===== src/rplc_pkg.sv =====
// Shared constants and types for the reset, power-mode and flash lock controller.
// Assumes one system clock and an APB register port of 32-bit words.
package rplc_pkg;

  // ----------------------------------------------------------------
  // Register map (byte addresses)
  // ----------------------------------------------------------------
  localparam logic [7:0] RPLC_POWER_CONTROL_REG_OFS   = 8'h00; // power_control_reg
  localparam logic [7:0] RPLC_FCFG_OFS   = 8'h04; // flash_config_reg
  localparam logic [7:0] RPLC_MBOX_OFS   = 8'h08; // flash_command_mailbox
  localparam logic [7:0] RPLC_STAT_OFS   = 8'h0c; // status

  // ----------------------------------------------------------------
  // Field positions
  // ----------------------------------------------------------------
  localparam int RPLC_IDLE_BIT      = 0;  // idle_request_bit
  localparam int RPLC_PD_BIT        = 1;  // power_down_bit
  localparam int RPLC_LOCK_LSB      = 5;  // lock decode [6:5]
  localparam int RPLC_LOCK_MSB      = 6;
  localparam int RPLC_BLK_BIT       = 8;  // flash_block_select in mailbox
  localparam int RPLC_ST_REFUSE_BIT = 4;
  localparam int RPLC_ST_ACCEPT_BIT = 5;
  localparam int RPLC_ST_SUPPLY_BIT = 6;
  localparam int RPLC_ST_EA_BIT     = 7;

  // ----------------------------------------------------------------
  // Reset values and counts
  // ----------------------------------------------------------------
  localparam logic [1:0]  RPLC_CFG_RST      = 2'h0;  // writable config bits
  localparam logic [1:0]  RPLC_LOCK_RST     = 2'h3;  // safest until captured
  localparam logic [15:0] RPLC_RESET_VECTOR = 16'h0000;
  localparam logic [4:0]  RPLC_RST_HOLD_CLKS = 5'h18; // 24 high samples
  localparam int          RPLC_SYNC_N       = 4;

  // Lock decode values
  localparam logic [1:0] RPLC_LOCK_NONE = 2'h0;
  localparam logic [1:0] RPLC_LOCK_BLK1 = 2'h1;
  localparam logic [1:0] RPLC_LOCK_SOFT = 2'h2;
  localparam logic [1:0] RPLC_LOCK_HARD = 2'h3;
  localparam logic [3:0] RPLC_SEC_NONE  = 4'hf;
  localparam logic [3:0] RPLC_SEC_BLK1  = 4'h3;
  localparam logic [3:0] RPLC_SEC_SOFT  = 4'h5;

  // ----------------------------------------------------------------
  // Types
  // ----------------------------------------------------------------
  typedef enum logic [3:0] {
    RPLC_CMD_NONE   = 4'h0,
    RPLC_CMD_CHIPER = 4'h1,
    RPLC_CMD_BLKER  = 4'h2,
    RPLC_CMD_SECER  = 4'h3,
    RPLC_CMD_BYTEPG = 4'h4,
    RPLC_CMD_BURST  = 4'h5,
    RPLC_CMD_VERIFY = 4'h6
  } rplc_cmd_t;

  typedef enum logic [2:0] {
    RPLC_RUN   = 3'b001,
    RPLC_IDLE  = 3'b010,
    RPLC_PDOWN = 3'b100
  } rplc_pmode_t;

  // Flash command handed on to the flash controller
  typedef struct packed {
    rplc_cmd_t code;
    logic      blk;   // flash_block_select: 1 = secondary block
  } rplc_fcmd_t;

  // Bus strobe pins
  typedef struct packed {
    logic ale;
    logic program_store_strobe_n;
  } rplc_strobe_t;

  // Clock gates
  typedef struct packed {
    logic cpu;
    logic periph;   // timers and serial port
    logic intr;     // internal interrupt logic
  } rplc_clkgate_t;

endpackage


===== src/rplc_ctrl.sv =====
// Reset sequencer, power-mode control and flash security lock gate.
// Assumes APB software access, pins arriving asynchronously, and a
// flash controller that executes the commands passed on to it.
// Operation
// Decode security nibble into two lock bits
// Soft lock refuses commands from external code
// Lock decode bits are read only
// Lock bits load only on reset exit
// Chip erase completion clears lock bits
// Soft lock allows internal-code commands both blocks
// Soft lock lets each block program other
// Hard lock refuses all erase/program/verify
// Secondary lock allows primary block only
// Chip erase always allowed, removes lock
// New lock code applies after next reset
// External programmer refused on locked block
// Fetch restarts at address zero after reset
// Reset pin held 24 clocks by outside
// Strobes weakly high during reset
// Reset restores registers, keeps data RAM
// Power-up writes ones to port latches
// Invalid supply blocks flash erase/program
// Idle gates CPU clock, strobes high
// Idle ends on interrupt or reset
// Power-down gates all clocks, strobes low
// Power-down ends on external interrupt or reset
// Outside stops clock glitch-free
// Stop clock keeps state, resumes next clock
// Reset asserts after 24 synchronised high samples
// Idle plus power-down together enters power-down
`timescale 1ns/100ps
module rplc_ctrl (
  // Clock, reset, clock enable
  input  wire logic                   pclk,
  input  wire logic                   presetn,
  input  wire logic                   ce,
  // APB slave
  input  wire logic                   psel,
  input  wire logic                   penable,
  input  wire logic                   pwrite,
  input  wire logic [7:0]             paddr,
  input  wire logic [31:0]            pwdata,
  output logic                        pready,
  output logic [31:0]                 prdata,
  output logic                        pslverr,
  // Asynchronous pins
  input  wire logic                   reset_pin,
  input  wire logic                   external_access_n,
  input  wire logic                   ext_int_n,
  input  wire logic                   supply_ok,
  // Same-clock inputs
  input  wire logic                   host_mode,
  input  wire logic [7:0]             security_byte,
  input  wire logic                   chip_erase_done,
  input  wire logic                   irq_service_start,
  input  wire rplc_pkg::rplc_strobe_t cpu_strobe,
  // Outputs to core, flash and pins
  output rplc_pkg::rplc_strobe_t      strobe_out,
  output logic                        strobe_weak,
  output rplc_pkg::rplc_clkgate_t     clk_gate,
  output logic                        sys_reset,
  output logic [15:0]                 fetch_addr,
  output logic                        port_latch_ones,
  output logic                        flash_cmd_valid,
  output rplc_pkg::rplc_fcmd_t        flash_cmd
);
  import rplc_pkg::*;

  // ----------------------------------------------------------------
  // Pin synchronisers
  // ----------------------------------------------------------------
  logic [RPLC_SYNC_N-1:0] pin_raw;    // Raw pin levels
  logic [RPLC_SYNC_N-1:0] sync1_q;    // First stage, read by stage two only
  logic [RPLC_SYNC_N-1:0] sync2_q;    // Safe to use
  logic                   rst_s;      // Synchronised reset pin
  logic                   ea_n_s;     // Synchronised external access
  logic                   eint_n_s;   // Synchronised external interrupt
  logic                   supply_s;   // Synchronised supply valid

  assign pin_raw  = {supply_ok, ext_int_n, external_access_n, reset_pin};
  assign rst_s    = sync2_q[0];
  assign ea_n_s   = sync2_q[1];
  assign eint_n_s = sync2_q[2];
  assign supply_s = sync2_q[3];

  // Two flops per pin; the frozen clock enable also freezes them
  genvar gi;
  generate
    for (gi = 0; gi < RPLC_SYNC_N; gi++) begin : g_sync
      always_ff @(posedge pclk or negedge presetn) begin
        if (!presetn) begin
          sync1_q[gi] <= 1'b0;
          sync2_q[gi] <= 1'b0;
        end else if (ce) begin
          sync1_q[gi] <= pin_raw[gi];
          sync2_q[gi] <= sync1_q[gi];
        end
      end
    end
  endgenerate

  // ----------------------------------------------------------------
  // Reset sequencer
  // ----------------------------------------------------------------
  logic [4:0] hold_cnt_q, hold_cnt_d;   // Consecutive high samples
  logic       sys_rst_q, sys_rst_d;     // Internal system reset
  logic       por_q, por_d;             // First cycle after power-up
  logic       rst_release;              // Last cycle of internal reset

  // Counting filters short glitches on the pin; outside must hold 24 clocks
  always_comb begin
    hold_cnt_d = hold_cnt_q;
    sys_rst_d  = sys_rst_q;
    por_d      = 1'b0;
    if (!rst_s) begin
      hold_cnt_d = 5'h00;
      sys_rst_d  = 1'b0;
    end else if (hold_cnt_q != RPLC_RST_HOLD_CLKS) begin
      hold_cnt_d = hold_cnt_q + 5'h01;
      // Asserted once the 24th high sample is seen
      sys_rst_d  = (hold_cnt_q + 5'h01) == RPLC_RST_HOLD_CLKS;
    end
  end

  assign rst_release = (sys_rst_q || por_q) && !sys_rst_d;

  // Internal reset starts asserted so every register begins defined
  always_ff @(posedge pclk or negedge presetn) begin
    if (!presetn) begin
      hold_cnt_q <= 5'h00;
      sys_rst_q  <= 1'b1;
      por_q      <= 1'b1;
    end else if (ce) begin
      hold_cnt_q <= hold_cnt_d;
      sys_rst_q  <= sys_rst_d;
      por_q      <= por_d;
    end
  end

  // ----------------------------------------------------------------
  // Lock decode
  // ----------------------------------------------------------------
  logic [1:0] lock_q, lock_d;   // Read-only decode bits
  logic [1:0] sec_decode;       // Decode of security nibble

  // Three codes map to three lock levels, any other code to hard lock
  always_comb begin
    unique case (security_byte[3:0])
      RPLC_SEC_NONE: sec_decode = RPLC_LOCK_NONE;
      RPLC_SEC_BLK1: sec_decode = RPLC_LOCK_BLK1;
      RPLC_SEC_SOFT: sec_decode = RPLC_LOCK_SOFT;
      default:       sec_decode = RPLC_LOCK_HARD;
    endcase
  end

  // Capture at reset exit only; software writes never reach it
  always_comb begin
    lock_d = lock_q;
    if (rst_release) begin
      lock_d = sec_decode;
    end else if (chip_erase_done) begin
      lock_d = RPLC_LOCK_NONE;
    end
  end

  // Lock survives internal reset: only the release reloads it
  always_ff @(posedge pclk or negedge presetn) begin
    if (!presetn) begin
      lock_q <= RPLC_LOCK_RST;
    end else if (ce) begin
      lock_q <= lock_d;
    end
  end

  // ----------------------------------------------------------------
  // APB decode
  // ----------------------------------------------------------------
  logic apb_wr;      // Write completing this cycle
  logic apb_rd;      // Read completing this cycle
  logic hit;         // Address maps to a register

  assign hit = (paddr == RPLC_POWER_CONTROL_REG_OFS) || (paddr == RPLC_FCFG_OFS) ||
               (paddr == RPLC_MBOX_OFS) || (paddr == RPLC_STAT_OFS);
  // Answers in the access cycle unless the clock is frozen
  assign pready  = ce;
  assign pslverr = psel && penable && !hit;
  assign apb_wr  = psel && penable && ce && pwrite && hit && !sys_rst_q;
  assign apb_rd  = psel && penable && ce && !pwrite;

  // ----------------------------------------------------------------
  // Power modes
  // ----------------------------------------------------------------
  rplc_pmode_t pmode_q, pmode_d;   // Current power mode
  logic        power_control_reg_wr;            // Write to power_control_reg

  assign power_control_reg_wr = apb_wr && (paddr == RPLC_POWER_CONTROL_REG_OFS);

  // Mode follows the software bits and leaves on wake events
  always_comb begin
    pmode_d = pmode_q;
    unique case (pmode_q)
      RPLC_RUN: begin
        if (power_control_reg_wr && pwdata[RPLC_PD_BIT]) begin
          pmode_d = RPLC_PDOWN;
        end else if (power_control_reg_wr && pwdata[RPLC_IDLE_BIT]) begin
          pmode_d = RPLC_IDLE;
        end
      end
      RPLC_IDLE: begin
        // Servicing clears the idle bit
        if (irq_service_start) begin
          pmode_d = RPLC_RUN;
        end
      end
      RPLC_PDOWN: begin
        // Only an external interrupt or a hardware reset wakes it
        if (!eint_n_s) begin
          pmode_d = RPLC_RUN;
        end
      end
    endcase
    // Hardware reset exits both modes
    if (sys_rst_q) begin
      pmode_d = RPLC_RUN;
    end
  end

  always_ff @(posedge pclk or negedge presetn) begin
    if (!presetn) begin
      pmode_q <= RPLC_RUN;
    end else if (ce) begin
      pmode_q <= pmode_d;
    end
  end

  // ----------------------------------------------------------------
  // Flash config and mailbox
  // ----------------------------------------------------------------
  logic [1:0]  cfg_q, cfg_d;          // Writable config bits
  rplc_fcmd_t  mbox_q, mbox_d;        // Last command written
  logic        refuse_q, refuse_d;    // Sticky: command refused
  logic        accept_q, accept_d;    // Sticky: command passed on
  logic        go_q, go_d;            // One-cycle command strobe
  logic        mbox_wr;               // Write to mailbox
  logic        stat_wr;               // Write to status
  logic        blk_locked;            // Target block under lock
  logic        allow;                 // Command may proceed
  rplc_cmd_t   new_code;              // Incoming command code
  logic        new_blk;               // Incoming block select

  assign mbox_wr  = apb_wr && (paddr == RPLC_MBOX_OFS);
  assign stat_wr  = apb_wr && (paddr == RPLC_STAT_OFS);
  assign new_code = rplc_cmd_t'(pwdata[3:0]);
  assign new_blk  = pwdata[RPLC_BLK_BIT];

  // Soft lock locks both; secondary lock only block 1
  assign blk_locked = (lock_q == RPLC_LOCK_HARD) ||
                      (lock_q == RPLC_LOCK_SOFT) ||
                      ((lock_q == RPLC_LOCK_BLK1) && new_blk);

  // Gate each command by lock, code origin and supply
  always_comb begin
    allow = 1'b0;
    unique case (new_code)
      RPLC_CMD_CHIPER: begin
        allow = 1'b1;
      end
      RPLC_CMD_BLKER, RPLC_CMD_SECER, RPLC_CMD_BYTEPG,
      RPLC_CMD_BURST, RPLC_CMD_VERIFY: begin
        // Soft lock opens both blocks to internal self_programming,
        // see R06, R07; external code or the host is kept out
        allow = !blk_locked ||
                ((lock_q == RPLC_LOCK_SOFT) && !host_mode && ea_n_s);
        // Host commands on a locked block are refused
      end
      default: begin
        allow = 1'b0;                    // Unknown code
      end
    endcase
    // Supply monitor vetoes everything
    if (!supply_s) begin
      allow = 1'b0;
    end
  end

  // Config, mailbox and result flags; set wins over write-1 clear
  always_comb begin
    cfg_d    = cfg_q;
    mbox_d   = mbox_q;
    refuse_d = refuse_q;
    accept_d = accept_q;
    go_d     = 1'b0;
    if (apb_wr && (paddr == RPLC_FCFG_OFS)) begin
      cfg_d = pwdata[1:0];               // Lock bits ignored
    end
    if (stat_wr && pwdata[RPLC_ST_REFUSE_BIT]) begin
      refuse_d = 1'b0;
    end
    if (stat_wr && pwdata[RPLC_ST_ACCEPT_BIT]) begin
      accept_d = 1'b0;
    end
    if (mbox_wr) begin
      mbox_d.code = new_code;
      mbox_d.blk  = new_blk;
      if (allow) begin
        go_d     = 1'b1;
        accept_d = 1'b1;
      end else begin
        refuse_d = 1'b1;
      end
    end
    // Registers return to reset values
    if (sys_rst_q) begin
      cfg_d    = RPLC_CFG_RST;
      mbox_d   = '0;
      refuse_d = 1'b0;
      accept_d = 1'b0;
      go_d     = 1'b0;
    end
  end

  always_ff @(posedge pclk or negedge presetn) begin
    if (!presetn) begin
      cfg_q    <= RPLC_CFG_RST;
      mbox_q   <= '0;
      refuse_q <= 1'b0;
      accept_q <= 1'b0;
      go_q     <= 1'b0;
    end else if (ce) begin
      cfg_q    <= cfg_d;
      mbox_q   <= mbox_d;
      refuse_q <= refuse_d;
      accept_q <= accept_d;
      go_q     <= go_d;
    end
  end

  // ----------------------------------------------------------------
  // Read data
  // ----------------------------------------------------------------
  logic [31:0] rdata_q, rdata_d;   // Registered read data

  // Read data is chosen in the access cycle itself
  always_comb begin
    rdata_d = 32'h0000_0000;
    unique case (paddr)
      RPLC_POWER_CONTROL_REG_OFS: begin
        rdata_d[RPLC_IDLE_BIT] = (pmode_q == RPLC_IDLE);
        rdata_d[RPLC_PD_BIT]   = (pmode_q == RPLC_PDOWN);
      end
      RPLC_FCFG_OFS: begin
        rdata_d[1:0]                        = cfg_q;
        rdata_d[RPLC_LOCK_MSB:RPLC_LOCK_LSB] = lock_q;
      end
      RPLC_MBOX_OFS: begin
        rdata_d[3:0]          = mbox_q.code;
        rdata_d[RPLC_BLK_BIT] = mbox_q.blk;
      end
      RPLC_STAT_OFS: begin
        rdata_d[2:0]                = pmode_q;
        rdata_d[RPLC_ST_REFUSE_BIT] = refuse_q;
        rdata_d[RPLC_ST_ACCEPT_BIT] = accept_q;
        rdata_d[RPLC_ST_SUPPLY_BIT] = supply_s;
        rdata_d[RPLC_ST_EA_BIT]     = ea_n_s;
      end
      default: begin
        rdata_d = 32'h0000_0000;         // Unmapped reads zero
      end
    endcase
  end

  // prdata is combinational from the live state to meet zero-wait APB
  assign prdata = apb_rd ? rdata_d : rdata_q;

  // Hold last read word between transfers
  always_ff @(posedge pclk or negedge presetn) begin
    if (!presetn) begin
      rdata_q <= 32'h0000_0000;
    end else if (apb_rd) begin
      rdata_q <= rdata_d;
    end
  end

  // ----------------------------------------------------------------
  // Pin and core outputs
  // ----------------------------------------------------------------
  rplc_strobe_t  strobe_q, strobe_d;   // Strobe pins
  rplc_clkgate_t gate_q, gate_d;       // Clock gates
  logic          weak_q, weak_d;       // Weak pull-up drive
  logic          ports_q, ports_d;     // Port latches to ones
  logic [15:0]   fetch_q, fetch_d;     // Fetch restart address

  // One process decides every pin level from reset and mode
  always_comb begin
    strobe_d = cpu_strobe;
    gate_d   = '{cpu: 1'b1, periph: 1'b1, intr: 1'b1};
    weak_d   = 1'b0;
    ports_d  = 1'b0;
    fetch_d  = fetch_q;
    if (sys_rst_q || por_q) begin
      strobe_d = '{ale: 1'b1, program_store_strobe_n: 1'b1};
      weak_d   = 1'b1;
      ports_d  = 1'b1;
      fetch_d  = RPLC_RESET_VECTOR;
    end else if (pmode_q == RPLC_IDLE) begin
      strobe_d   = '{ale: 1'b1, program_store_strobe_n: 1'b1};
      gate_d.cpu = 1'b0;
    end else if (pmode_q == RPLC_PDOWN) begin
      strobe_d = '{ale: 1'b0, program_store_strobe_n: 1'b0};
      gate_d   = '{cpu: 1'b0, periph: 1'b0, intr: 1'b0};
    end
  end

  // ce low is stop-clock: all state holds and resumes next edge
  always_ff @(posedge pclk or negedge presetn) begin
    if (!presetn) begin
      strobe_q <= '{ale: 1'b1, program_store_strobe_n: 1'b1};
      gate_q   <= '{cpu: 1'b1, periph: 1'b1, intr: 1'b1};
      weak_q   <= 1'b1;
      ports_q  <= 1'b1;
      fetch_q  <= RPLC_RESET_VECTOR;
    end else if (ce) begin
      strobe_q <= strobe_d;
      gate_q   <= gate_d;
      weak_q   <= weak_d;
      ports_q  <= ports_d;
      fetch_q  <= fetch_d;
    end
  end

  assign strobe_out      = strobe_q;
  assign strobe_weak     = weak_q;
  assign clk_gate        = gate_q;
  assign sys_reset       = sys_rst_q;
  assign fetch_addr      = fetch_q;
  assign port_latch_ones = ports_q;
  assign flash_cmd_valid = go_q;
  assign flash_cmd       = mbox_q;

endmodule


===== config.mk =====
export PLATFORM = sky130hd
export DESIGN_NAME = rplc_ctrl
export DESIGN_NICKNAME = d
export VERILOG_FILES = /design/src/rplc_pkg.sv /design/src/rplc_ctrl.sv
export SDC_FILE = /design/constraint.sdc
export NUM_CORES = 1
export LEC_CHECK = 0
export BUFFER_PORTS_ARGS = -buffer_cell sky130_fd_sc_hd__clkbuf_2
export CAP_MARGIN = 20
export CORE_MARGIN = 1.5
export CORE_UTILIZATION = 47
export DETAILED_ROUTE_END_ITERATION = 10
export PLACE_DENSITY_LB_ADDON = 0.2
export SETUP_SLACK_MARGIN = 0.1
export SLEW_MARGIN = 30
export SYNTH_ARGS = -nofsm -noshare
export SYNTH_HDL_FRONTEND = slang
export SYNTH_SLANG_ARGS = --single-unit
export TNS_END_PERCENT = 1

===== constraint.sdc =====
create_clock -name pclk -period 5.1 [get_ports pclk]
set_input_delay 0.51 -clock pclk [delete_from_list [all_inputs] [get_ports pclk]]
set_output_delay 0.51 -clock pclk [all_outputs]
set_load 0.05 [all_outputs]

==> reports/results.txt, run 1 <==
register area share after synthesis -> 0.520
Cell variety after synth -> 55
Layout Nets -> 454
post-CTS setup buffers -> 0
R2R Path End -> hold_cnt_q[3]$_DFFE_PN0P_
# H-tree levels -> 3
MaxCap Viol Count -> 0
CP max FO -> 8
Tot Pwr -> 0.00123 W
clk slew on worst S/H paths -> 0.08 ns
Die H -> 86.2 um
post-synthesis cell count -> 312
leakage power -> 1.89 nW
GR peak layer -> met2
met3 track demand over resource -> 0.0760
Worst-Skew Late Latency -> 0.34 ns
worst relative slew slack -> 0.442
Seq cells post-synth -> 67
clock period minus final worst setup slack -> 2.95 ns
CTS resizes -> 0
switching portion of total power -> 0.298
Final TNS setup -> 0 ns
async set-reset flop share out of synthesis -> 1.00
critical path endpoint category -> output pin
GP Congestion -> 0.834
Gate power share -> 0.161
# clock sinks -> 67
Yosys top cell area share -> 0.439
vias in the first global route -> 2451
largest net degree at the start of global routing -> 68
placed cell areas -> 0.00363 mm^2
internal power -> 0.000865 W
Seq pwr share -> 0.488
Final Max Slew Viols -> 0
hold buffer count at cts -> 0
Post-Layout Inst Area -> 0.00383 mm^2
final worst-path cycle share -> 0.579
clock skew -> 0.00979 ns
Avg Cell Area, Syn -> 10.4 um^2
cell mode on critical path -> clkbuf_2
Yosys top cell by area -> dfrtp_1
Worst EP arrival -> 2.44 ns
CTS tree -> done
Final Setup Violations -> 0
met1 Usage GRT -> 0.259
crit-path cells -> clkbuf_2 > or4_1 > nor2_1 > and4_1 > a22o_1 > clkbuf_2
synth top area cells -> dfrtp_1, dfstp_2, and2_1
Sw Pwr -> 0.000367 W
FP Rows -> 30
outcome -> completed
final wirelength -> 7070 um
post-DP HPWL -> 5010 um
CORE AREA -> 0.00676 mm^2
Worst Setup Path Type -> primary input to output pin
IO buf count -> 81
CP max stage delay -> 0.68 ns
Total Routing Usage GR -> 0.204
drt pass-1 iters -> 4
Clk network pwr share -> 0.351
via density per instance -> 5.22
Fmax -> 0.339 GHz
first-pass GRT wire length -> 11600 um
Hold WC Path Type -> primary input to async pin
Die W -> 86.2 um
Power Density -> 322 mW/mm^2
reg-to-reg startpoint -> hold_cnt_q[0]$_DFFE_PN0P_
warnings from Yosys -> 0
Worst-Margin Slew -> 0.838 ns
met2 usage -> 0.323
R2R depth -> 5
Initial Util -> 0.481
Buffers & Inverters on Critical Path -> 2
Crit path required time -> 4.59 ns
cell family with most CP delay -> simple AND/OR/NAND/NOR gates
Startpoint Class -> primary input
Non-Filler Instances -> 473
share of layout cells above drive strength 1 -> 0.333
Via Count -> 2469
initial antenna violation count -> 0
Initial DRC Count -> 96
number of flops mapped to enable cells by yosys -> 0
Final ANT Viol Nets -> 0
number of buffers created by CTS -> 9
DR WL/cell -> 15.0 um
Mapped Area -> 0.00325 mm^2
IO Pins -> 127
clock buffer depth -> 2
worst hold slack -> 0.324 ns
Critical Path Slowest Stage Cell -> or4_1
area added between synthesis and finish -> 17.7%
drc violations -> 0
register-to-register setup slack -> 3.17 ns
Placed Instances -> 457
ANT cells -> 0
Peak VDD IR -> 0.000231 V
top_reg_cell synth -> dfrtp_1
grt ovf -> 0
Die Area -> 0.00742 mm^2
Final Hold Vio Count -> 0
clk root buf -> clkbuf_8
RSZ-0062 raised after global routing -> no
==> worst reg2reg max path, stage by stage (launching register included) <==
cell,delay [ns]
dfrtp_1,0.43
inv_1,0.08
ha_1,0.14
nand2_1,0.08
o31ai_1,0.68
mux2_2,0.41
==> cells in the final DEF (no fill, tap or decap), types with 4 or more instances in the layout <==
cell	count
clkbuf_2	80
dfrtp_1	57
nand2_1	29
and2_1	26
nor2_1	17
conb_1	16
o21ai_0	13
inv_1	12
dfstp_2	10
clkbuf_8	10
nand3_1	9
mux2_2	9
nor2b_1	7
mux2i_1	6
nand2b_1	6
o31ai_1	6
a21oi_1	5
and3_2	4
a311o_1	4
==> cell type report <==
class | instances | area (um^2)
Clock inverter | 5 | 52.6
Tap cell | 80 | 100
Sequential cell | 67 | 1690
Inverter | 13 | 48.8
Multi-Input combinational cell | 213 | 1370
Clock buffer | 11 | 141
Timing Repair Buffer | 84 | 428
Fill cell | 626 | 2930
==> Yosys cell counts, types with 2 or more instances <==
cell      instances
nor2_1           17
nor2b_1           7
nand2_1          29
o21a_1            3
inv_1            12
and3_2            4
buf_2             2
dfrtp_1          57
mux2_2            9
o21ai_0          13
or2_2             2
ha_1              3
nand2b_1          6
xnor2_1           3
nand3b_1          3
and3_1            3
nand4b_1          3
nor4_1            2
and2_1           26
nor3_1            2
a31oi_1           2
a32o_1            3
dfstp_2          10
mux2i_1           6
o22ai_1           2
a22o_1            2
a31o_2            2
a311o_1           4
a21oi_1           5
o31ai_1           6
nand3_1           9
buf_4            19
clkbuf_1         12
nor3b_1           3
==> worst max-delay path by stage <==
stage / startpoint / cells past startpoint / end / slack (ns)
2_1_floorplan: paddr[5] / 5 / prdata[5] / 1.84
3_3_place_gp: paddr[5] / 6 / prdata[5] / 2.14
3_5_place_dp: paddr[5] / 6 / prdata[4] / 2.15
4_1_cts: paddr[5] / 6 / prdata[4] / 2.14
5_1_grt: paddr[5] / 6 / prdata[5] / 2.00
6_report: paddr[5] / 6 / prdata[7] / 2.15
==> per-layer routing <==
| layer | wire length [um] | vias up |
|---|---|---|
| met5 | 0 | - |
| met4 | 90 | 0 |
| met3 | 353 | 9 |
| met2 | 3350 | 68 |
| met1 | 3280 | 1194 |
| li1 | - | 1198 |
==> cells by family after synthesis <==
family                     after synthesis  share of synthesized area
AOI/OAI and AO/OA                       52                      0.114
xor gates and xnor gates                 4                     0.0108
DFF                                     67                      0.520
other                                    1                    0.00115
buffers and inverters                   47                     0.0770
adders and majority gates                3                     0.0115
and+or+nand+nor                        122                      0.209
muxes                                   16                     0.0566
==> metrics by stage <==
stage           util  worst slack (ns)
6_report       0.566              2.15
5_1_grt        0.566              2.00
4_1_cts        0.566              2.14
3_5_place_dp   0.538              2.15
3_3_place_gp   0.538              2.14
2_1_floorplan      -              1.84
==> power groups by stage <==
stage               Combinational, W  Clock (W)  Sequential, W
global placement            0.000196          0       0.000609
detailed placement          0.000199          0       0.000609
finish                      0.000199   0.000432       0.000601
CTS                         0.000200   0.000446       0.000600
floorplan                   0.000136          0       0.000623
global route                0.000221   0.000466       0.000605
==> sequential cells by signal (all words and copies together), names as in the netlist <==
signal and cells:
rdata_q 32, flash_cmd 5, hold_cnt_q 5, sync1_q 4, pmode_q 3, cfg_q 2
clk_gate 2, lock_q 2, strobe_out 2, accept_q 1, ea_n_s 1, eint_n_s 1
flash_cmd_valid 1, por_q 1, port_latch_ones 1, refuse_q 1, rst_s 1, supply_s 1
sys_reset 1
Note: power is estimated with default switching activity, not from simulation.
==> run 2: changes to the inputs <==
- clock period: 5.1 -> 2.8 ns (I/O delays scaled with it)
==> reports/results.txt, run 2 (synthesized netlist as in run 1, its figures left out) <==
cell family with most CP delay -> simple AND/OR/NAND/NOR gates (unchanged)
final worst-path cycle share -> 0.817
FP Rows -> 30 (unchanged)
Hold Path End -> strobe_out[0]$_DFFE_PN1P_
cell mode on critical path -> clkbuf_2 (unchanged)
Die W -> 86.2 um (unchanged)
hold_sp -> cpu_strobe[0]
Final Setup Violations -> 0 (unchanged)
share of layout cells above drive strength 1 -> 0.338 (was 0.333)
Initial Util -> 0.481 (unchanged)
reg-to-reg startpoint -> hold_cnt_q[0]$_DFFE_PN0P_ (unchanged)
Crit path required time -> 2.52 ns (was 4.59 ns)
Startpoint Class -> primary input (unchanged)
Die H -> 86.2 um (unchanged)
hold buffer count at cts -> 1 (was 0)
Final Max Slew Viols -> 0 (unchanged)
largest net degree at the start of global routing -> 38 (was 68)
grt ovf -> 0 (unchanged)
internal power -> 0.00156 W (was 0.000865 W)
critical path endpoint category -> output pin (unchanged)
CP max FO -> 8 (unchanged)
Final Hold Vio Count -> 0 (unchanged)
IO buf count -> 81 (unchanged)
ANT cells -> 0 (unchanged)
clock skew -> 0.00872 ns (was 0.00979 ns)
RSZ-0062 raised after global routing -> no (unchanged)
initial antenna violation count -> 0 (unchanged)
switching portion of total power -> 0.303 (was 0.298)
GP Congestion -> 0.833 (was 0.834)
Seq pwr share -> 0.489 (was 0.488)
outcome -> completed (unchanged)
hold path cells -> 3
drc violations -> 0 (unchanged)
# H-tree levels -> 3 (unchanged)
clock buffer depth -> 2 (unchanged)
worst relative slew slack -> 0.455 (was 0.442)
Final ANT Viol Nets -> 0 (unchanged)
clk root buf -> clkbuf_8 (unchanged)
clock period minus final worst setup slack -> 2.29 ns
Worst-Margin Slew -> 0.810 ns (was 0.838 ns)
via density per instance -> 5.22 (about the same)
first-pass GRT wire length -> 11600 um (about the same)
crit-path cells -> clkbuf_2 > or4_1 > nor2_1 > buf_4 > nand3_1 > o21ai_0 > clkbuf_2 (was clkbuf_2 > or4_1 > nor2_1 > and4_1 > a22o_1 > clkbuf_2)
CTS resizes -> 0 (unchanged)
Gate power share -> 0.163 (was 0.161)
most frequent cells in the layout -> clkbuf_2, dfrtp_1, nand2_1 (unchanged)
Via Count -> 2487 (was 2469)
drt pass-1 iters -> 4 (unchanged)
max reg flops -> 32 (unchanged)
Worst EP arrival -> 2.01 ns (was 2.44 ns)
Sw Pwr -> 0.000675 W (was 0.000367 W)
register-to-register setup slack -> 0.83 ns (was 3.17 ns)
final wirelength -> 6940 um (was 7070 um)
Clk network pwr share -> 0.348 (was 0.351)
post-DP HPWL -> 5010 um (about the same)
Buffers & Inverters on Critical Path -> 3 (was 2)
Hold WC Path Type -> primary input to flop (was primary input to async pin)
Final TNS setup -> 0 ns (unchanged)
Worst-Skew Late Latency -> 0.34 ns (about the same)
Worst Setup Path Type -> primary input to output pin (unchanged)
post-CTS setup buffers -> 0 (unchanged)
Fmax -> 0.437 GHz
Initial DRC Count -> 148 (was 96)
CTS tree -> done (unchanged)
most common cell after layout, fill and taps aside -> clkbuf_2 (unchanged)
MaxCap Viol Count -> 0 (unchanged)
Critical Path Slowest Stage Cell -> or4_1 (unchanged)
area added between synthesis and finish -> 20.2% (was 17.7%)
R2R Path End -> hold_cnt_q[3]$_DFFE_PN0P_ (unchanged)
vias in the first global route -> 2343 (was 2451)
Total Routing Usage GR -> 0.202 (was 0.204)
Layout Nets -> 457 (was 454)
number of buffers created by CTS -> 9 (unchanged)
clk slew on worst S/H paths -> 0.07 ns (was 0.08 ns)
Peak VDD IR -> 0.000374 V (was 0.000231 V)
IO Pins -> 127 (unchanged)
R2R depth -> 5 (unchanged)
CP max stage delay -> 0.68 ns (about the same)
Power Density -> 571 mW/mm^2 (was 322 mW/mm^2)
Die Area -> 0.00742 mm^2 (unchanged)
final core area utilization -> 0.579 (was 0.566)
CORE AREA -> 0.00676 mm^2 (unchanged)
leakage power -> 1.92 nW (was 1.89 nW)
DR WL/cell -> 14.6 um (was 15.0 um)
# clock sinks -> 67 (unchanged)
Largest Register -> rdata_q (unchanged)
-- run 2: worst min-delay path, delay by kind of cell --
kind            cells  cell delay [ns]
simple gates        1             0.04
buf+inv             1             0.08
compound gates      1             0.06
-- run 2: worst max-delay path by stage --
stage / startpoint / endpoint / slack (ns) / cells past startpoint
final: paddr[5] / prdata[5] / 0.51 / 7
after global routing: paddr[5] / prdata[6] / 0.39 / 7
after CTS: paddr[5] / prdata[5] / 0.49 / 7
after detailed placement: paddr[5] / prdata[5] / 0.50 / 7
after global placement: paddr[5] / prdata[5] / 0.53 / 7
after floorplan: paddr[5] / prdata[5] / -0.003 / 5
-- run 2: cell type report --
cell class	instances	area, um^2
timing repair buffer	87	510
inverter	13	48.8
fill	596	2850
clock inverter	7	68.8
multi-input combinational	213	1370
sequential	67	1690
clock buffer	9	124
tap	80	100
-- run 2: stage by stage --
| step | total power [W] | cell area (um^2) | hold WS, ns | cells | setup WS [ns] |
|---|---|---|---|---|---|
| CTS | 0.00226 | 3910 | 0.0946 | 476 | 0.494 |
| global placement | 0.00147 | 3710 | 0.375 | 459 | 0.526 |
| detailed placement | 0.00147 | 3710 | 0.381 | 459 | 0.497 |
| finish | 0.00223 | 3910 | 0.116 | 476 | 0.512 |
| floorplan | 0.00138 | 3310 | -0.0156 | 327 | -0.00258 |
| global route | 0.00235 | 3910 | 0.105 | 476 | 0.386 |
-- run 2: metal layers --
metal / global-route usage / vias to the layer above / wire [um]
li1: - / 1208 / -
met2: 0.302 / 78 / 3200
met4: 0.0645 / 0 / 66
met3: 0.0683 / 6 / 392
met1: 0.279 / 1195 / 3280
met5: 0 / - / 0
-- run 2: power groups by stage --
stage,Combinational (W),Clock [W],Sequential [W]
floorplan,0.000247,0,0.00113
global placement,0.000361,0,0.00111
detailed placement,0.000364,0,0.00111
finish,0.000364,0.000776,0.00109
global route,0.000402,0.000846,0.00110
CTS,0.000367,0.000804,0.00109
